--- config.mk ---
export PLATFORM = sky130hd
export DESIGN_NAME = bsc_csr_bank
export DESIGN_NICKNAME = d
export VERILOG_FILES = /design/src/design/bsc_pkg.sv /design/src/design/bsc_reg_if.sv /design/src/design/bsc_csr_bank.sv /design/src/design/bsc_i2c_slave.sv
export VERILOG_INCLUDE_DIRS = /design/src /design/src/design
export SDC_FILE = /design/constraint.sdc
export NUM_CORES = 1
export LEC_CHECK = 0
export ABC_AREA = 1
export BUFFER_PORTS_ARGS = -buffer_cell sky130_fd_sc_hd__buf_2
export CAP_MARGIN = 20
export CORE_MARGIN = 4
export CORE_UTILIZATION = 60
export CTS_CLUSTER_DIAMETER = 80
export DETAILED_ROUTE_END_ITERATION = 7
export PLACE_DENSITY = 0.89
export RECOVER_POWER = 25
export SYNTH_ARGS = -nofsm -noshare
export SYNTH_HDL_FRONTEND = slang
export SYNTH_HIERARCHICAL = 1
export SYNTH_SLANG_ARGS = --single-unit
--- constraint.sdc ---
create_clock -name clock -period 1.9 [get_ports clock]
set_clock_uncertainty 0.05 [all_clocks]
set_input_delay 0.57 -clock clock [delete_from_list [all_inputs] [get_ports clock]]
set_output_delay 0.57 -clock clock [all_outputs]
set_load 0.005 [all_outputs]
--- src/design/bsc_regs.svh ---
// register offsets, field positions, strap codes and timing for the boost/sensitivity bank
// assumes: included by bare name into design files that need the constants
`ifndef BSC_REGS_SVH
`define BSC_REGS_SVH

`define BSC_OFS_EDGE 8'h01
`define BSC_OFS_CFG 8'h03
`define BSC_OFS_STATIC 8'h0e
`define BSC_OFS_RXSEN 8'h25

`define BSC_DEV_ADDR 7'h2c

`define BSC_EDGE_HI 7
`define BSC_EDGE_LO 4
`define BSC_STATIC_HI 3
`define BSC_STATIC_LO 0
`define BSC_CFG_BIT 0
`define BSC_CFG_RESET 1'b1

`define BSC_EDGE_L0 4'h0
`define BSC_EDGE_L1 4'h3
`define BSC_EDGE_L2 4'h6
`define BSC_EDGE_L3 4'ha
`define BSC_STATIC_L0 4'h0
`define BSC_STATIC_L12 4'h2
`define BSC_STATIC_L3 4'h6
`define BSC_RX_CODE_LOW 8'h00
`define BSC_RX_CODE_MID 8'h33
`define BSC_RX_CODE_HIGH 8'h66

`define BSC_BYTE_BITS 4'h8
`define BSC_STRAP_DELAY_NS 1000
`define BSC_CLK_MHZ 125
`define BSC_STRAP_CYCLES ((`BSC_STRAP_DELAY_NS * `BSC_CLK_MHZ + 999) / 1000)

`endif

--- src/design/bsc_pkg.sv ---
// types shared by the boost/sensitivity register bank and its serial port
// assumes: compiled before every other design file
package bsc_pkg;
  typedef logic [7:0] bsc_byte_t;
  typedef enum logic [1:0] {
    BSC_RX_LOW = 2'h0,
    BSC_RX_MID = 2'h1,
    BSC_RX_HIGH = 2'h2
  } bsc_rx_strap_t;
  typedef enum logic [2:0] {
    BSC_BOOT_WAIT = 3'h1,
    BSC_BOOT_LOAD = 3'h2,
    BSC_BOOT_RUN = 3'h4
  } bsc_boot_t;
  typedef enum logic [4:0] {
    BSC_SER_IDLE = 5'h01,
    BSC_SER_RECV = 5'h02,
    BSC_SER_ACK = 5'h04,
    BSC_SER_SEND = 5'h08,
    BSC_SER_MACK = 5'h10
  } bsc_ser_t;
endpackage

--- src/design/bsc_reg_if.sv ---
// register access path between the serial port and the register bank
// assumes: one clock; wr_en is a one-cycle pulse, rdata is combinational from addr
`timescale 1ns/1ps
interface bsc_reg_if;
  logic wr_en;
  logic [7:0] addr;
  logic [7:0] wdata;
  logic [7:0] rdata;
  modport port (output wr_en, output addr, output wdata, input rdata);
  modport bank (input wr_en, input addr, input wdata, output rdata);
endinterface

--- src/design/bsc_csr_bank.sv ---
// boost and receive-sensitivity register bank with strap loading and serial access
// assumes: strap and bus pins are asynchronous; one 125 MHz clock; rstn is the device reset
`timescale 1ns/1ps
`include "bsc_regs.svh"
module bsc_csr_bank #(
  parameter logic [3:0] EDGE_RSVD = 4'h0,
  parameter logic [6:0] CFG_RSVD = 7'h00,
  parameter logic [3:0] STATIC_RSVD = 4'h0
) (
  input wire logic clock,
  input wire logic rstn,
  input wire logic scl_in,
  input wire logic sda_in,
  output logic sda_out,
  output logic sda_oe,
  input wire logic [1:0] boost_strap,
  input wire bsc_pkg::bsc_rx_strap_t rx_strap,
  output logic [3:0] edge_gain_level,
  output logic [3:0] static_gain_level,
  output logic [7:0] receive_sensitivity_level,
  output logic detect_halt,
  output logic detect_restart,
  output logic serial_enabled
);
  import bsc_pkg::*;

  localparam int STRAP_CYCLES = `BSC_STRAP_CYCLES;
  localparam logic [7:0] STRAP_LAST = 8'(STRAP_CYCLES - 1);

  function automatic logic [3:0] edge_code(input logic [1:0] lvl);
    unique case (lvl)
      2'h0: edge_code = `BSC_EDGE_L0;
      2'h1: edge_code = `BSC_EDGE_L1;
      2'h2: edge_code = `BSC_EDGE_L2;
      default: edge_code = `BSC_EDGE_L3;
    endcase
  endfunction

  function automatic logic [3:0] static_code(input logic [1:0] lvl);
    unique case (lvl)
      2'h0: static_code = `BSC_STATIC_L0;
      2'h1, 2'h2: static_code = `BSC_STATIC_L12;
      default: static_code = `BSC_STATIC_L3;
    endcase
  endfunction

  function automatic logic [7:0] rx_code(input bsc_rx_strap_t lvl);
    unique case (lvl)
      BSC_RX_LOW: rx_code = `BSC_RX_CODE_LOW;
      BSC_RX_MID: rx_code = `BSC_RX_CODE_MID;
      default: rx_code = `BSC_RX_CODE_HIGH;
    endcase
  endfunction

  bsc_reg_if rif ();

  logic scl_m, scl_s, sda_m, sda_s;
  logic [1:0] boost_m, boost_s;
  bsc_rx_strap_t rx_m, rx_s;
  bsc_boot_t boot, next_boot;
  logic [7:0] cnt, next_cnt;
  logic [7:0] edge_reg, cfg_reg, static_reg, rx_reg;
  logic [7:0] next_edge, next_cfg, next_static, next_rx;
  logic next_serial, next_restart;

  // pin synchronisers
  always_ff @(posedge clock or negedge rstn) begin
    if (!rstn) begin
      scl_m <= 1'b1;
      scl_s <= 1'b1;
      sda_m <= 1'b1;
      sda_s <= 1'b1;
      boost_m <= 2'h0;
      boost_s <= 2'h0;
      rx_m <= BSC_RX_LOW;
      rx_s <= BSC_RX_LOW;
    end else begin
      scl_m <= scl_in;
      scl_s <= scl_m;
      sda_m <= sda_in;
      sda_s <= sda_m;
      boost_m <= boost_strap;
      boost_s <= boost_m;
      rx_m <= rx_strap;
      rx_s <= rx_m;
    end
  end

  bsc_i2c_slave u_port (
    .clock(clock),
    .rstn(rstn),
    .scl_s(scl_s),
    .sda_s(sda_s),
    .port_en(serial_enabled),
    .sda_oe(sda_oe),
    .bus(rif.port)
  );

  // read mux, unmapped offsets read zero
  always_comb begin
    unique case (rif.addr)
      `BSC_OFS_EDGE: rif.rdata = edge_reg;
      `BSC_OFS_CFG: rif.rdata = cfg_reg;
      `BSC_OFS_STATIC: rif.rdata = static_reg;
      `BSC_OFS_RXSEN: rif.rdata = rx_reg;
      default: rif.rdata = 8'h00;
    endcase
  end

  // startup strap capture and host writes
  always_comb begin
    next_boot = boot;
    next_cnt = cnt;
    next_edge = edge_reg;
    next_cfg = cfg_reg;
    next_static = static_reg;
    next_rx = rx_reg;
    next_serial = serial_enabled;
    unique case (boot)
      BSC_BOOT_WAIT: begin
        next_cnt = cnt + 8'h01;
        if (cnt == STRAP_LAST) begin
          next_boot = BSC_BOOT_LOAD;
        end
      end
      BSC_BOOT_LOAD: begin
        next_edge[`BSC_EDGE_HI:`BSC_EDGE_LO] = edge_code(boost_s);
        next_static[`BSC_STATIC_HI:`BSC_STATIC_LO] = static_code(boost_s);
        next_rx = rx_code(rx_s);
        next_serial = scl_s & sda_s;
        next_boot = BSC_BOOT_RUN;
      end
      BSC_BOOT_RUN: begin
        if (rif.wr_en) begin
          unique case (rif.addr)
            `BSC_OFS_EDGE: next_edge = rif.wdata;
            `BSC_OFS_CFG: next_cfg = rif.wdata;
            `BSC_OFS_STATIC: next_static = rif.wdata;
            `BSC_OFS_RXSEN: next_rx = rif.wdata;
            default: begin
            end
          endcase
        end
      end
    endcase
    next_restart = cfg_reg[`BSC_CFG_BIT] & ~next_cfg[`BSC_CFG_BIT];
  end

  always_ff @(posedge clock or negedge rstn) begin
    if (!rstn) begin
      boot <= BSC_BOOT_WAIT;
      cnt <= 8'h00;
      edge_reg <= {`BSC_EDGE_L0, EDGE_RSVD};
      cfg_reg <= {CFG_RSVD, `BSC_CFG_RESET};
      static_reg <= {STATIC_RSVD, `BSC_STATIC_L0};
      rx_reg <= `BSC_RX_CODE_LOW;
      serial_enabled <= 1'b0;
      detect_restart <= 1'b0;
      sda_out <= 1'b0;
    end else begin
      boot <= next_boot;
      cnt <= next_cnt;
      edge_reg <= next_edge;
      cfg_reg <= next_cfg;
      static_reg <= next_static;
      rx_reg <= next_rx;
      serial_enabled <= next_serial;
      detect_restart <= next_restart;
      sda_out <= 1'b0;
    end
  end

  assign edge_gain_level = edge_reg[`BSC_EDGE_HI:`BSC_EDGE_LO];
  assign static_gain_level = static_reg[`BSC_STATIC_HI:`BSC_STATIC_LO];
  assign receive_sensitivity_level = rx_reg;
  assign detect_halt = cfg_reg[`BSC_CFG_BIT];
endmodule

--- src/design/bsc_i2c_slave.sv ---
// two-wire standard-mode target: address match, register pointer, auto-increment reads and writes
// assumes: scl_s and sda_s already synchronised; sda_oe high pulls the data line low
`timescale 1ns/1ps
`include "bsc_regs.svh"
module bsc_i2c_slave (
  input wire logic clock,
  input wire logic rstn,
  input wire logic scl_s,
  input wire logic sda_s,
  input wire logic port_en,
  output logic sda_oe,
  bsc_reg_if.port bus
);
  import bsc_pkg::*;

  bsc_ser_t state, next_state;
  logic [3:0] bitcnt, next_bitcnt;
  logic [7:0] sr, next_sr, ptr, next_ptr;
  logic first, next_first, ptr_pend, next_ptr_pend, inc_pend, next_inc_pend;
  logic rw, next_rw, scl_q, sda_q, next_oe, wr, next_wr;
  logic rise, fall, start, stop;

  assign rise = scl_s & ~scl_q;
  assign fall = ~scl_s & scl_q;
  assign start = scl_s & scl_q & sda_q & ~sda_s;
  assign stop = scl_s & scl_q & ~sda_q & sda_s;
  assign bus.wr_en = wr;
  assign bus.addr = ptr;
  assign bus.wdata = sr;

  always_comb begin
    next_state = state;
    next_bitcnt = bitcnt;
    next_sr = sr;
    next_ptr = ptr;
    next_first = first;
    next_ptr_pend = ptr_pend;
    next_inc_pend = inc_pend;
    next_rw = rw;
    next_oe = sda_oe;
    next_wr = 1'b0;
    if (!port_en) begin
      next_state = BSC_SER_IDLE;
      next_oe = 1'b0;
    end else if (start) begin
      next_state = BSC_SER_RECV;
      next_bitcnt = 4'h0;
      next_first = 1'b1;
      next_oe = 1'b0;
    end else if (stop) begin
      next_state = BSC_SER_IDLE;
      next_oe = 1'b0;
    end else begin
      unique case (state)
        BSC_SER_IDLE: begin
        end
        BSC_SER_RECV: begin
          if (rise) begin
            next_sr = {sr[6:0], sda_s};
            next_bitcnt = bitcnt + 4'h1;
          end else if (fall && bitcnt == `BSC_BYTE_BITS) begin
            next_state = BSC_SER_ACK;
            next_oe = 1'b1;
            next_inc_pend = 1'b0;
            if (first) begin
              next_first = 1'b0;
              next_rw = sr[0];
              next_ptr_pend = ~sr[0];
              if (sr[7:1] != `BSC_DEV_ADDR) begin
                next_state = BSC_SER_IDLE;
                next_oe = 1'b0;
              end
            end else if (ptr_pend) begin
              next_ptr = sr;
              next_ptr_pend = 1'b0;
            end else begin
              next_wr = 1'b1;
              next_inc_pend = 1'b1;
            end
          end
        end
        BSC_SER_ACK: begin
          if (fall) begin
            if (rw) begin
              next_sr = bus.rdata;
              next_oe = ~bus.rdata[7];
              next_ptr = ptr + 8'h01;
              next_bitcnt = 4'h1;
              next_state = BSC_SER_SEND;
            end else begin
              next_oe = 1'b0;
              next_bitcnt = 4'h0;
              next_state = BSC_SER_RECV;
              if (inc_pend) begin
                next_ptr = ptr + 8'h01;
              end
            end
          end
        end
        BSC_SER_SEND: begin
          if (fall) begin
            if (bitcnt == `BSC_BYTE_BITS) begin
              next_oe = 1'b0;
              next_state = BSC_SER_MACK;
            end else begin
              next_oe = ~sr[6];
              next_sr = {sr[6:0], 1'b0};
              next_bitcnt = bitcnt + 4'h1;
            end
          end
        end
        BSC_SER_MACK: begin
          if (rise) begin
            next_state = sda_s ? BSC_SER_IDLE : BSC_SER_ACK;
          end
        end
      endcase
    end
  end

  always_ff @(posedge clock or negedge rstn) begin
    if (!rstn) begin
      state <= BSC_SER_IDLE;
      bitcnt <= 4'h0;
      sr <= 8'h00;
      ptr <= 8'h00;
      first <= 1'b0;
      ptr_pend <= 1'b0;
      inc_pend <= 1'b0;
      rw <= 1'b0;
      scl_q <= 1'b1;
      sda_q <= 1'b1;
      sda_oe <= 1'b0;
      wr <= 1'b0;
    end else begin
      state <= next_state;
      bitcnt <= next_bitcnt;
      sr <= next_sr;
      ptr <= next_ptr;
      first <= next_first;
      ptr_pend <= next_ptr_pend;
      inc_pend <= next_inc_pend;
      rw <= next_rw;
      scl_q <= scl_s;
      sda_q <= sda_s;
      sda_oe <= next_oe;
      wr <= next_wr;
    end
  end
endmodule

==> run metrics <==
status finished clean; Die Footprint just under 10000 um^2; clock latency on the worst-skew pair between 0.3 and 0.4 ns; Final period util a little over nine tenths; Initial Util between 60 and 70%; crit path kind reg -> reg; GR Util All Layers around a quarter; Post-Syn Area roughly 5000 um^2; Final setup viols 0; Peak supply drop between 0.0004 and 0.0005 V; ant diodes 0; vias in the first global route roughly 4200; Core Box Area approximately 8000 um^2; H-tree Lvls 3; DP Wirelength just under 9000 um; CTS sink cnt 90; total wire length 12170 um; max_slew headroom between 40 and 50%; post-DR vias/cell roughly 5.6; share of cells above drive strength 1 a little under a quarter; Switching Share 24.17%; TritonCTS clock tree yes; Warnings, synthesis 6; sequential share of power between 50% and 60%; worst min-delay path class in -> async; slew at the pin with the worst max-slew slack 0.7870 ns; Net Count, Synth 646; die extent in y between 90 and 100 um; 1st-pass router iterations 4; Die X about 100 um; fraction of registers with async set/reset 100.0%; FP Rows 33; pre-CTS setup slack about 0.07 ns; required time of the critical path around 2.1 ns; crit-path max FO 6; GRT overflow 0; RePlAce Congestion 0.9479; Max Transition Viols Final 0; Final Critical Period 1.829 ns; root buf cell clkbuf_8; largest net degree at the start of global routing 31; final-report hold violation count 0; Comb power frac 2.8%; CTS buffer count 9; number of enable flip-flop cells after synthesis 0; Internal roughly 0.0026 W; Bufs on Longest Clock Path 2; initial antenna violation count 0; Yosys reg bits 90; Final WS setup ~0.07 ns; Critical Path AT between 2 and 2.5 ns; CP Capture Type register; sequential cell area fraction in the yosys report 45.03%; Post-CTS Hold Fix Bufs 0; Post-Syn Instances 633; first-pass GRT wire length between 20000 and 25000 um; P_sw between 0.0008 and 0.0009 W; max-cap violations 0; drt initial violations roughly 340; Post-route DRC 0; Synth Flop Type dfrtp_1; vias after detailed routing 4441; PortBufs 27; synthesis-to-layout area growth 12.20%; fin nets between 600 and 700; LEAKAGE 2.872 nW; library cells used by synthesis 40; fmax between 500 and 600 MHz; CP Launch Type register; final antenna-violating net count 0; Setup TNS 0 ns; Clk pin slew, worst setup/hold paths around 0.10 ns; synthesized area per cell slightly below 8 um^2; num ports 29; PwrDens around 610 nW/um^2; Routed WL per cell between 15 and 20 um; clock power share roughly 41%
cells in the final DEF (no fill, tap or decap), types with 5 or more instances in the layout:
cell      count
buf_2        26
buf_4        27
clkbuf_8      9
dfrtp_1      80
dfstp_2       9
ha_1          5
inv_1        65
inv_2         5
nand2_1     203
nand2_2      11
nand2_4       5
nand3_1      63
nand4_1      21
nor2_1       34
nor2_2        9
nor2_4        8
nor3_1        7
o21ai_0      23
o21ai_2      19
o21bai_1      6
xnor2_1       5
power groups by stage:
stage	registers (W)	logic, W	clock network, W
final	0.00195	0.0000949	0.00140
after global routing	0.00195	0.000108	0.00153
after CTS	0.00195	0.0000951	0.00143
after detailed placement	0.00198	0.0000947	0
after global placement	0.00198	0.0000918	0
after floorplan	0.00198	0.0000276	0
layout make-up:
| class | count | area (um^2) |
|---|---|---|
| Clock inverter | 7 | 91.34 |
| Clock buffer | 9 | 123.9 |
| Fill cell | 648 | 2536 |
| Tap cell | 105 | 131.4 |
| Timing Repair Buffer | 56 | 362.8 |
| Multi-Input combinational cell | 454 | 2402 |
| Sequential cell | 90 | 2265 |
| Inverter | 70 | 262.8 |
cells in the mapped netlist, types with 2 or more instances:
library cell / count / share of area, %
nand3_2: 3 / 0.60
nand2_2: 10 / 1.2
nor3_2: 3 / 0.60
dfrtp_1: 81 / 40
nor2_2: 5 / 0.62
xor2_1: 4 / 0.70
o21ai_2: 19 / 3.3
ha_1: 5 / 1.2
nor3_1: 7 / 0.70
o21bai_1: 6 / 0.90
inv_2: 5 / 0.37
nand2_4: 4 / 0.90
o21ai_1: 4 / 0.40
nand2_1: 205 / 15
inv_1: 65 / 4.9
a21oi_2: 2 / 0.35
nor2_1: 39 / 2.9
nor2_8: 2 / 0.80
nor2_4: 7 / 1.6
o21ai_0: 23 / 2.3
nand3_1: 64 / 6.4
a21oi_1: 4 / 0.40
buf_6: 5 / 1.1
xnor2_1: 5 / 0.87
buf_4: 10 / 1.5
buf_2: 4 / 0.40
nand4_1: 21 / 2.6
dfstp_2: 9 / 4.7
critical path: stages, from the launching register on:
cell and delay [ns]:
dfrtp_1 0.42, inv_1 0.08, ha_1 0.15, nand2_1 0.10, nor2_4 0.14, nand2_1 0.12
nand2_2 0.10, nand3_2 0.09, nor2_4 0.17, buf_4 0.16, nand3_1 0.07, nand2_1 0.09
final timing paths:
path                                   from                            to  slack (ns)  cells past startpoint
max                        u_port/bitcnt[0]            u_port/bus.addr[3]        0.07                     11
min                                    rstn  receive_sensitivity_level[1]        0.22                      1
max reg2reg                u_port/bitcnt[0]            u_port/bus.addr[3]        0.07                     11
min reg2reg                      boost_m[1]                    boost_s[1]        0.31                      0
max in group asynchronous              rstn                    boost_s[0]        0.45                      2
min in group clock                   sda_in                         sda_m        0.25                      1
repair_timing:
| action | 4_1_cts | 5_1_grt |
|---|---|---|
| setup endpoints to repair | 0 | 32 |
| resized for setup | 0 | 13 |
| setup buffers | 0 | 14 |
stage by stage:
stage               hold slack [ns]  cells  cell area (um^2)  power (W)  util (%)
global route                 0.2268    791              5639   0.003592     68.98
finish                       0.2196    791              5639   0.003446     68.98
floorplan                    0.2244    633              5026   0.002009         -
detailed placement           0.2855    760              5278   0.002079     64.55
CTS                         0.08408    776              5493   0.003471     67.19
global placement             0.2823    760              5278   0.002074     64.55
layer usage:
metal,global-route usage [%],share of wire [%],wire [um],up-vias
met5,0,0,0,-
met4,8.613,1.7,206,0
met3,3.506,6.6,806,25
met2,41.22,48,5870,169
met1,34.90,43,5284,2123
li1,-,-,-,2124
cell families (layout without fill, tap and decap cells):
logic type,Yosys count,in the layout,share of synthesized area (%)
other,1,1,0.07461
AO/OA/AOI/OAI,63,63,8.365
AND/OR/NAND/NOR,375,376,35.40
flip-flops,90,90,45.03
adder cells (fa/ha/maj),5,5,1.245
buffers and inverters,90,142,8.314
XOR/XNOR,9,9,1.568
Power figures use the tool's default switching activity.
